===== config.mk =====
export PLATFORM = sky130hd
export DESIGN_NAME = snv_command_port
export DESIGN_NICKNAME = d
export VERILOG_FILES = /design/src/rtl/snv_pkg.sv /design/src/rtl/snv_command_port.sv /design/src/rtl/snv_sync.sv
export VERILOG_INCLUDE_DIRS = /design/src /design/src/rtl
export SDC_FILE = /design/constraint.sdc
export NUM_CORES = 1
export LEC_CHECK = 0
export CORE_MARGIN = 2
export CORE_UTILIZATION = 55
export DETAILED_ROUTE_END_ITERATION = 8
export DONT_BUFFER_PORTS = 1
export GPL_TIMING_DRIVEN = 1
export PLACE_DENSITY = 0.79
export SETUP_SLACK_MARGIN = 0.2
export SLEW_MARGIN = 20
export SYNTH_ARGS = -nofsm -noshare
export SYNTH_HDL_FRONTEND = slang
export SYNTH_SLANG_ARGS = --single-unit

===== constraint.sdc =====
create_clock -name clk -period 10.7 [get_ports clk]
set_input_delay 1.07 -clock clk [delete_from_list [all_inputs] [get_ports clk]]
set_output_delay 1.07 -clock clk [all_outputs]
set_load 0.01 [all_outputs]

===== src/rtl/snv_cfg.svh =====
// Constants for the serial shadowed-RAM command port
`ifndef SNV_CFG_SVH
`define SNV_CFG_SVH

// Memory shape
`define SNV_WORDS           16
`define SNV_WORD_W          16
`define SNV_ADDR_W          4
`define SNV_INSTR_W         8

// Instruction field positions
`define SNV_ADDR_MSB        6
`define SNV_ADDR_LSB        3
`define SNV_OP_MSB          2
`define SNV_OP_LSB          0

// Operation codes
`define SNV_OP_LOCK         3'h0
`define SNV_OP_SAVE         3'h1
`define SNV_OP_RESERVED     3'h2
`define SNV_OP_WRITE        3'h3
`define SNV_OP_UNLOCK       3'h4
`define SNV_OP_RELOAD       3'h5

// Reset values
`define SNV_NV_INIT         16'h0000
`define SNV_INSTR_INIT      8'h00
`define SNV_INSTR_START     8'h01

// Timing: printed times and the system clock period
`define SNV_CLK_PERIOD_NS   5
`define SNV_STORE_TIME_NS   5000000
`define SNV_RECALL_TIME_NS  2000
// Longest times, so rounded down to whole cycles
`define SNV_STORE_CYCLES    (`SNV_STORE_TIME_NS / `SNV_CLK_PERIOD_NS)
`define SNV_RECALL_CYCLES   (`SNV_RECALL_TIME_NS / `SNV_CLK_PERIOD_NS)

`endif


===== src/rtl/snv_pkg.sv =====
// Types for the serial shadowed-RAM command port
package snv_pkg;

    // Sequencer states
    typedef enum logic [2:0] {
        SNV_POWERUP,
        SNV_IDLE,
        SNV_INSTR,
        SNV_WRITE,
        SNV_READ,
        SNV_DONE,
        SNV_STORE,
        SNV_RECALL
    } snv_state_t;

endpackage


===== src/rtl/snv_command_port.sv =====
// Serial command port and nonvolatile transfer control of a 16 x 16 shadowed RAM
`timescale 1ns/1ps
`include "snv_cfg.svh"

// Behaviour
// - Chip select low clears the instruction, abandons the command, enters standby.
// - Eight-bit instruction shifts in from serial_in on shift_clock rise, MSB first.
// - Instruction is leading one, address bits 6..3, opcode bits 2..0.
// - After select rises, low input is skipped; first one is the start bit.
// - Stopped shift_clock pauses shifting with state kept; restart resumes.
// - Opcodes: 000 lock, 001 save, 010 reserved, 011 write, 100 unlock, 101 reload, 11X read.
// - Reload command or low reload pin copies nonvolatile to RAM, sets recall latch.
// - Recall latch clears at power-up; the power-up recall leaves it clear.
// - Unlock sets write-enable latch, lock clears; clear latch blocks writes and stores.
// - Write-enable latch is clear after power-up.
// - Store starts on save command or low pin, only with both latches set.
// - Store inhibits all other functions and clears write-enable when done.
// - Store finishes within 5 ms, recall within 2 us.
// - Write carries 4-bit address, then 16 data bits; host keeps select high.
// - Select dropped early during write still writes the partially shifted data.
// - Beyond 24 clocks in a write, shifting goes on, overwriting earlier bits.
// - Read ignores bit zero; first bit on eighth fall, later bits on rises.
// - Serial output is released except while read data is shifted out.
// - Legacy nap instruction is accepted and ignored.
module snv_command_port
    import snv_pkg::*;
#(
    parameter int STORE_CYCLES  = `SNV_STORE_CYCLES,
    parameter int RECALL_CYCLES = `SNV_RECALL_CYCLES
) (
    input  wire logic clk,
    input  wire logic reset,
    input  wire logic chipSelect,
    input  wire logic shiftClock,
    input  wire logic serialIn,
    input  wire logic saveReqN,
    input  wire logic reloadReqN,
    output logic      serialOut,
    output logic      serialOutEn,
    output logic      writeEnabled,
    output logic      recallDone,
    output logic      storeBusy,
    output logic      recallBusy,
    output logic      standby
);

    localparam int TMR_W = $clog2(STORE_CYCLES + 1);
    localparam int W     = `SNV_WORD_W;

    // Pin samples after synchronising
    logic [4:0]              syncOut;
    logic                    csS;
    logic                    skS;
    logic                    siS;
    logic                    saveNS;
    logic                    reloadNS;
    logic                    skPrevReg;
    logic                    skRise;
    logic                    skFall;

    // Sequencer
    snv_state_t              state_reg;
    logic [`SNV_INSTR_W-1:0] instr_reg;
    logic [2:0]              bitCnt_reg;
    logic [`SNV_ADDR_W-1:0]  addr_reg;
    logic [W-1:0]            data_reg;
    logic [4:0]              dataCnt_reg;
    logic                    gotBits_reg;
    logic [TMR_W-1:0]        timer_reg;

    // Memories
    logic [W-1:0]            ram   [`SNV_WORDS];
    logic [W-1:0]            nvMem [`SNV_WORDS];

    // Decode
    logic [`SNV_INSTR_W-1:0] instrWord;
    logic [2:0]              opCode;
    logic                    instrDone;
    logic                    readStart;
    logic                    quiet;
    logic                    timerDone;
    logic                    reloadStart;
    logic                    storeStart;
    logic                    storeFinish;
    logic                    recallFinish;
    logic                    writeCommit;
    logic                    readLast;

    // All pins cross into the clk domain through two flops
    snv_sync #(.WIDTH (5)) u_sync (
        .clk   (clk),
        .reset (reset),
        .din   ({chipSelect, shiftClock, serialIn, saveReqN, reloadReqN}),
        .dout  (syncOut)
    );
    assign csS      = syncOut[4];
    assign skS      = syncOut[3];
    assign siS      = syncOut[2];
    assign saveNS   = syncOut[1];
    assign reloadNS = syncOut[0];

    // Edge finding on the synchronised shift clock; no edge, no progress
    always_ff @(posedge clk or posedge reset)
    begin
        if (reset)
            skPrevReg <= 1'b0;
        else
            skPrevReg <= skS;
    end
    assign skRise = skS & ~skPrevReg;
    assign skFall = ~skS & skPrevReg;

    // Instruction fields once the eighth bit arrives
    assign instrWord = {instr_reg[`SNV_INSTR_W-2:0], siS};
    assign opCode    = instrWord[`SNV_OP_MSB:`SNV_OP_LSB];
    assign instrDone = (state_reg == SNV_INSTR) && csS && skRise && (bitCnt_reg == 3'h7);
    // Read is known after seven bits, since bit zero is don't-care
    assign readStart = (state_reg == SNV_INSTR) && skRise && (bitCnt_reg == 3'h6)
                       && instr_reg[0] && siS;

    // Pins act only between commands, whatever the select level
    assign quiet = (state_reg == SNV_IDLE) || (state_reg == SNV_DONE);
    assign timerDone = (timer_reg == '0);
    // Recall wins over store when both are asked in one cycle
    assign reloadStart = (instrDone && (opCode == `SNV_OP_RELOAD))
                         || (quiet && !reloadNS);
    assign storeStart = !reloadStart
                        && ((instrDone && (opCode == `SNV_OP_SAVE)) || (quiet && !saveNS))
                        && writeEnabled && recallDone;
    assign storeFinish  = (state_reg == SNV_STORE) && timerDone;
    assign recallFinish = ((state_reg == SNV_RECALL) || (state_reg == SNV_POWERUP)) && timerDone;
    // Partial data is still written when select drops early
    assign writeCommit = (state_reg == SNV_WRITE) && !csS && gotBits_reg && writeEnabled;
    assign readLast = (state_reg == SNV_READ) && skRise && (dataCnt_reg == 5'h10);

    // Command sequencer
    always_ff @(posedge clk or posedge reset)
    begin
        if (reset)
        begin
            state_reg   <= SNV_POWERUP;
            instr_reg   <= `SNV_INSTR_INIT;
            bitCnt_reg  <= 3'h0;
            addr_reg    <= '0;
            data_reg    <= '0;
            dataCnt_reg <= 5'h00;
            gotBits_reg <= 1'b0;
        end
        else
        begin
            case (state_reg)
                // Nonvolatile transfers ignore the serial port entirely
                SNV_POWERUP, SNV_STORE, SNV_RECALL:
                begin
                    instr_reg  <= `SNV_INSTR_INIT;
                    bitCnt_reg <= 3'h0;
                    if (timerDone)
                        state_reg <= SNV_IDLE;
                end
                default:
                begin
                    if (reloadStart)
                        state_reg <= SNV_RECALL;
                    else if (storeStart)
                        state_reg <= SNV_STORE;
                    else if (!csS)
                    begin
                        state_reg   <= SNV_IDLE;
                        instr_reg   <= `SNV_INSTR_INIT;
                        bitCnt_reg  <= 3'h0;
                        gotBits_reg <= 1'b0;
                    end
                    else
                    begin
                        case (state_reg)
                            SNV_IDLE:
                            begin
                                // Low bits before the start bit are skipped
                                if (skRise && siS)
                                begin
                                    instr_reg  <= `SNV_INSTR_START;
                                    bitCnt_reg <= 3'h1;
                                    state_reg  <= SNV_INSTR;
                                end
                            end
                            SNV_INSTR:
                            begin
                                if (skRise)
                                begin
                                    instr_reg  <= instrWord;
                                    bitCnt_reg <= bitCnt_reg + 3'h1;
                                end
                                if (readStart)
                                begin
                                    addr_reg    <= instr_reg[4:1];
                                    data_reg    <= ram[instr_reg[4:1]];
                                    dataCnt_reg <= 5'h00;
                                    state_reg   <= SNV_READ;
                                end
                                else if (instrDone)
                                begin
                                    addr_reg    <= instrWord[`SNV_ADDR_MSB:`SNV_ADDR_LSB];
                                    data_reg    <= '0;
                                    gotBits_reg <= 1'b0;
                                    // Lock, unlock, reserved and legacy codes end here
                                    if (opCode == `SNV_OP_WRITE)
                                        state_reg <= SNV_WRITE;
                                    else
                                        state_reg <= SNV_DONE;
                                end
                            end
                            SNV_WRITE:
                            begin
                                // No bit limit: extra clocks push older bits out
                                if (skRise)
                                begin
                                    data_reg    <= {data_reg[W-2:0], siS};
                                    gotBits_reg <= 1'b1;
                                end
                            end
                            SNV_READ:
                            begin
                                if (readLast)
                                    state_reg <= SNV_DONE;
                                else if (skRise)
                                begin
                                    dataCnt_reg <= dataCnt_reg + 5'h01;
                                    // Eighth rise only arms the first bit
                                    if (dataCnt_reg != 5'h00)
                                        data_reg <= {data_reg[W-2:0], 1'b0};
                                end
                            end
                        endcase
                    end
                end
            endcase
        end
    end

    // Transfer timer; power-up recall starts counting out of reset
    always_ff @(posedge clk or posedge reset)
    begin
        if (reset)
            timer_reg <= TMR_W'(RECALL_CYCLES - 1);
        else if (reloadStart && quiet || reloadStart && instrDone)
            timer_reg <= TMR_W'(RECALL_CYCLES - 1);
        else if (storeStart)
            timer_reg <= TMR_W'(STORE_CYCLES - 1);
        else if (!timerDone)
            timer_reg <= timer_reg - TMR_W'(1);
    end

    // Protection latches
    always_ff @(posedge clk or posedge reset)
    begin
        if (reset)
        begin
            writeEnabled <= 1'b0;
            recallDone   <= 1'b0;
        end
        else
        begin
            if (storeFinish)
                writeEnabled <= 1'b0;
            else if (instrDone && (opCode == `SNV_OP_UNLOCK))
                writeEnabled <= 1'b1;
            else if (instrDone && (opCode == `SNV_OP_LOCK))
                writeEnabled <= 1'b0;
            // Only a requested recall arms stores, never the power-up one
            if (reloadStart)
                recallDone <= 1'b1;
        end
    end

    // Volatile array; recall copies every word in one cycle
    always_ff @(posedge clk)
    begin
        if (recallFinish)
            for (int i = 0; i < `SNV_WORDS; i++)
                ram[i] <= nvMem[i];
        else if (writeCommit)
            ram[addr_reg] <= data_reg;
    end

    // Nonvolatile array; reset stands for a blank first power-up
    always_ff @(posedge clk or posedge reset)
    begin
        if (reset)
            for (int i = 0; i < `SNV_WORDS; i++)
                nvMem[i] <= `SNV_NV_INIT;
        else if (storeFinish)
            for (int i = 0; i < `SNV_WORDS; i++)
                nvMem[i] <= ram[i];
    end

    // Serial output: first bit on a fall, the rest on rises
    always_ff @(posedge clk or posedge reset)
    begin
        if (reset)
        begin
            serialOut   <= 1'b0;
            serialOutEn <= 1'b0;
        end
        else if (state_reg != SNV_READ || !csS || readLast)
        begin
            serialOutEn <= 1'b0;
            serialOut   <= 1'b0;
        end
        else if (skFall && !serialOutEn && (dataCnt_reg == 5'h01))
        begin
            serialOutEn <= 1'b1;
            serialOut   <= data_reg[W-1];
        end
        else if (skRise && serialOutEn)
            serialOut <= data_reg[W-2];
    end

    // Status pins
    always_ff @(posedge clk or posedge reset)
    begin
        if (reset)
        begin
            storeBusy  <= 1'b0;
            recallBusy <= 1'b1;
            standby    <= 1'b1;
        end
        else
        begin
            storeBusy  <= (state_reg == SNV_STORE);
            recallBusy <= (state_reg == SNV_RECALL) || (state_reg == SNV_POWERUP);
            standby    <= !csS && (state_reg == SNV_IDLE);
        end
    end

endmodule


===== src/rtl/snv_sync.sv =====
// Two-flop synchroniser for a group of asynchronous pins
`timescale 1ns/1ps

module snv_sync #(
    parameter int WIDTH = 1
) (
    input  wire logic             clk,
    input  wire logic             reset,
    input  wire logic [WIDTH-1:0] din,
    output logic      [WIDTH-1:0] dout
);

    logic [WIDTH-1:0] meta_reg;

    // First stage feeds only the second stage
    always_ff @(posedge clk or posedge reset)
    begin
        if (reset)
        begin
            meta_reg <= '0;
            dout     <= '0;
        end
        else
        begin
            meta_reg <= din;
            dout     <= meta_reg;
        end
    end

endmodule


# == Yosys cells after proc, flatten, opt, wreduce, memory -nomap -nowiden ==
# Memory sizes are Yosys's and may differ from the RTL's. A register that Yosys moved wholly into a read port is not among the register bits.
# Index checks and enable logic that the tools add are counted.
# word_totals
memories,1
output_inout_bits,7
word_cells,188
input_bits,7
ramBits,256
ff_bits,76
# op_classes
n_reduce_logical,60
n_eq_ne,37
mux,62
n_bitwise,7
n_addsub,3
# mem_list
name,words,width,rd,rd_ports_with_merged_regs,write_ports,line_no,text
ram,16,16,17,16,16,snv_command_port.sv:72,logic [W-1:0] ram [`SNV_WORDS];
# op_table
op,count
two-way mux 16 bit,7
two-way mux 20 bit,3
two-way mux 3 bit,16
case mux 16 bit (3 select lines),1
two-way mux 6 bit,6
logical AND 1 bit,30
"== test 3 bit, second input constant",8
zero test 20 bit,1
"subtractor 20 x 1 -> 20 bit, second input constant",1
two-way mux 1 bit,18
"inequality test 3 bit, second input constant",6
OR reduction 16 bit,1
two-way mux 5 bit,3
"inequality test 7 bit, second input constant",2
two-way mux 4 bit,3
"inequality test 4 bit, second input constant",3
"inequality test 6 bit, second input constant",2
case mux 6 bit (2 select lines),1
"inequality test 2 bit, second input constant",5
case mux 5 bit (2 select lines),1
AND reduction 10 bit,1
AND reduction 5 bit,2
"== test 3 x 2 -> 1 bit, second input constant",3
case mux 3 bit (3 select lines),1
21 further kinds,44

# == Depth between registers and ports, before layout ==
# logic_depth
depth_word,13
mapped_depth,9
ltp_nobuf,7

# == Modules after synthesis ==
# A second synthesis with hierarchy kept.
# hier_totals
hier_cells,1707
area_unflattened_um2,26394.1
# by_module_without_submodules
module,cells_each,instances,area_per_inst_um2,seq_area_each_um2
snv_command_port,1696,1,26140.1,15755.1
snv_sync,11,1,254.0,250.2

# == Worst setup path after synthesis ==
# OpenSTA, ideal clock, no wires.
# synth_timing
kind,register to register
from,reg timer_reg[15]
to,"mem ram[11][0] (netlist name), enable pin"
stages_incl_launch_ff,8
period_less_slack_ns,2.844
setup_slack_ns,7.856
path_buffers,2
required_ns,10.289
setup_ns,0.411
arrival_time_ns,2.432
cell_sequence,dfrtp_1 -> or4_4 -> or3_1 -> clkbuf_1 -> nor2_1 -> nand2_1 -> clkbuf_1 -> o21ai_0
# synth_rtl
element,line_no,text
start: declaration,snv_command_port.sv:69,logic [TMR_W-1:0] timer_reg;
start signal: assignment,snv_command_port.sv:244,timer_reg <= TMR_W'(RECALL_CYCLES - 1);
start signal: assignment,snv_command_port.sv:246,timer_reg <= TMR_W'(RECALL_CYCLES - 1);
start signal: assignment,snv_command_port.sv:248,timer_reg <= TMR_W'(STORE_CYCLES - 1);
end: declaration,snv_command_port.sv:72,

# == Final worst setup path ==
# layout_timing
from,reg timer_reg[0]
to,"reg nvMem[151] (netlist name), read port of ram"
# layout_via
elab_chain_cells,2
# layout_lines
element,line_no,text
zero test 20 bit,snv_command_port.sv:123,assign timerDone = (timer_reg == '0);
logical AND 1 bit,snv_command_port.sv:130,assign storeFinish = (state_reg == SNV_STORE) && timerDone;
end: declaration,snv_command_port.sv:73,logic [W-1:0] nvMem [`SNV_WORDS];
# Every way passes these cells.
# A chain may end at the register's enable or synchronous reset.

==> reports/results.txt <==
outcome -> completed
CTS tree -> yes
Worst Hold Class -> reg -> reg
IO Pins -> 14
Seq pwr share -> 51.2%
# diodes -> 0
Max-slew headroom -> 13.7%
Post-CTS Setup Inserts -> 0
cell taking the most area after synthesis -> dfrtp_1
switching power -> 1.18 mW
Final min period -> 4.66 ns
drt pass-1 iters -> 5
total chip power -> 4.91 mW
clk_lat worst skew -> 0.62 ns
Leak -> 12.7 nW
worst r2r src -> timer_reg[0]
Final Net Count -> 1707
Final Hold Slack -> 0.350 ns
asr flop ratio synth -> 56.5%
fin. max-slew vios -> 0
Clock transition at path regs -> 0.06 ns
Synth Area in Compound Gates -> 4.76%
Total Wirelength -> 60700 um
period utilisation layout -> 43.5%
Final Wtd Congestion -> 0.846
initial antenna violation count -> 2
number of flops mapped to enable cells by yosys -> 256
Die ar. -> 49800 um2
final non-filler cell total -> 2358
largest family of logic cells by synthesized area -> multiplexers
Total GRT Usage -> 24.8%
die width -> 223 um
startpoint class of the critical path -> flop
worst r2r dst -> nvMem[151]
WHS Endpoint -> u_sync.dout[4]
Synth Area in Simple Gates -> 3.40%
worst-path fanout max -> 182
xor/xnor share of the synthesized area -> 0.498%
core area -> 47500 um2
Synth Cell Area -> 26400 um2
Synth Net Count -> 1731
first-pass GRT wire length -> 94900 um
wire per inst -> 25.7 um
fraction of layout cells with a size suffix above 1 -> 36.2%
Num CTS Buffers -> 59
Vias/cell -> 6.38
flops & latches, synth -> 588
ranking of synthesized cells by area -> dfrtp_1 31%, edfxtp_1 29%, mux2_2 19%
CP Launch Point -> timer_reg[0]
vias in the first global route -> 15900
worst min-delay path startpoint -> u_sync.meta_reg[4]
CTS H-tree depth -> 2
I/O Buffers -> 0
Req. time, crit path -> 11.19 ns
clock skew -> 0.0167 ns
synth unique cells -> 64
CTS max path bufs -> 3
endpoints failing hold -> 0
P_int -> 3.73 mW
Sink Count -> 588
final core occ -> 60.8%
top post-synthesis cells by count -> 435 x mux2_2, 324 x dfrtp_1, 256 x edfxtp_1, 87 x mux2_1, 63 x mux2i_1
row cnt -> 80
initial DRC count -> 1344
area share of fa/ha/maj cells after synthesis -> 0.332%
worst slew pin tran -> 1.29 ns
DRC viols -> 0
Final ANT Viol Nets -> 0
Yosys Warn Count -> 0
Max VDD drop -> 0.120 mV
Cells after Synth -> 1717
final setup violation count -> 0
via count -> 15000
worst reg-to-reg path cell count -> 10
Comb power frac -> 6.0%
CTS Hold Bufs -> 0
Synth Flop Type -> dfrtp_1
Sw Ratio -> 24.0%
synthesis-to-layout area growth -> 9.43%
largest net degree at the start of global routing -> 183
Starting Density -> 55.5%
Seq/Total Area, Yosys -> 60.6%
Synth top area share -> 30.7%
most common cell in the netlist -> mux2_2
max cap viols -> 0
endpoint class of the critical path -> flop
Achievable Freq -> 0.215 GHz
Post-Route Setup TNS -> 0 ns
GRT overflow -> 0
RSZ-0062 raised after global routing -> false
DP HPWL -> 35900 um
CTS Root Cell -> clkbuf_16
post_cts resized -> 0
clock share of power -> 42.8%
R2R Setup Slk -> 6.04 ns
CP Data Arrival Time -> 5.15 ns
WS Path Type -> reg -> reg
hold-critical path depth -> 0
cell total after placement -> 2247
Pwr per Cell Area -> 170 nW/um2
Avg Inst Size Synth -> 15.4 um2
mux cell area share after synthesis -> 27.9%
Die Ht -> 223 um
## power by group through the flow
stage          clock network [mW]  logic, mW  registers, mW
4_1_cts                      2.13      0.294           2.51
3_3_place_gp                    0      0.286           2.55
5_1_grt                      2.22      0.327           2.52
6_report                     2.10      0.296           2.51
3_5_place_dp                    0      0.294           2.55
2_1_floorplan                   0      0.264           2.48
## cells by family after synthesis
kind of cell | after synthesis
mux | 623
flops | 588
compound gates | 183
simple gates | 163
buf+inv | 138
xor+xnor | 15
fa+ha+maj | 7
## routing by layer
layer	up-vias	GRT usage (%)	routed length, um
li1	6474	-	-
met1	7904	34.8	25800
met2	535	38.9	28600
met3	129	4.19	4070
met4	0	10.4	2240
met5	-	0	0
## cell type report
cell class / count / area, um2
clock buffers: 79 / 1670
flip-flops and latches: 588 / 16000
fillers: 3415 / 18700
clock inverters: 32 / 297
multi-input cells: 991 / 9780
inverters: 19 / 78.8
repair buffers: 34 / 275
well taps: 615 / 769
## through the flow
stage	area, um2	setup WS (ns)
floorplan	26400	0.447
global placement	26900	6.38
detailed placement	26900	6.25
CTS	28900	6.23
global route	28900	5.95
finish	28900	6.04
## how the worst max path moves through the flow
stage / endpoint / slack (ns)
global route: nvMem[244] / 5.95
global placement: nvMem[227] / 6.38
detailed placement: nvMem[59] / 6.25
floorplan: addr_reg[0] / 0.45
finish: nvMem[151] / 6.04
CTS: nvMem[241] / 6.23
## worst max-delay path, stage by stage (launching register included)
cell and delay [ns]:
dfstp_2 0.38, inv_1 0.06, ha_1 0.19, or3b_2 0.49
nor4_2 0.35, nand3b_2 0.29, nor3_4 0.17, buf_4 0.41
buf_4 0.63, buf_12 0.65, mux2_2 0.44
## cell usage in the layout (no fill, tap or decap), types with 18 or more instances in the layout
cell type	synthesis	layout
dfrtp_1	324	322
mux2_2	435	435
clkbuf_16	0	61
a21oi_1	30	30
nor2_1	32	32
inv_1	19	18
o21ai_0	42	33
mux2i_1	63	63
edfxtp_1	256	256
mux4_2	38	38
buf_4	26	31
nand2_1	42	42
mux2_1	87	87
Note: power is estimated with default switching activity, not from simulation.
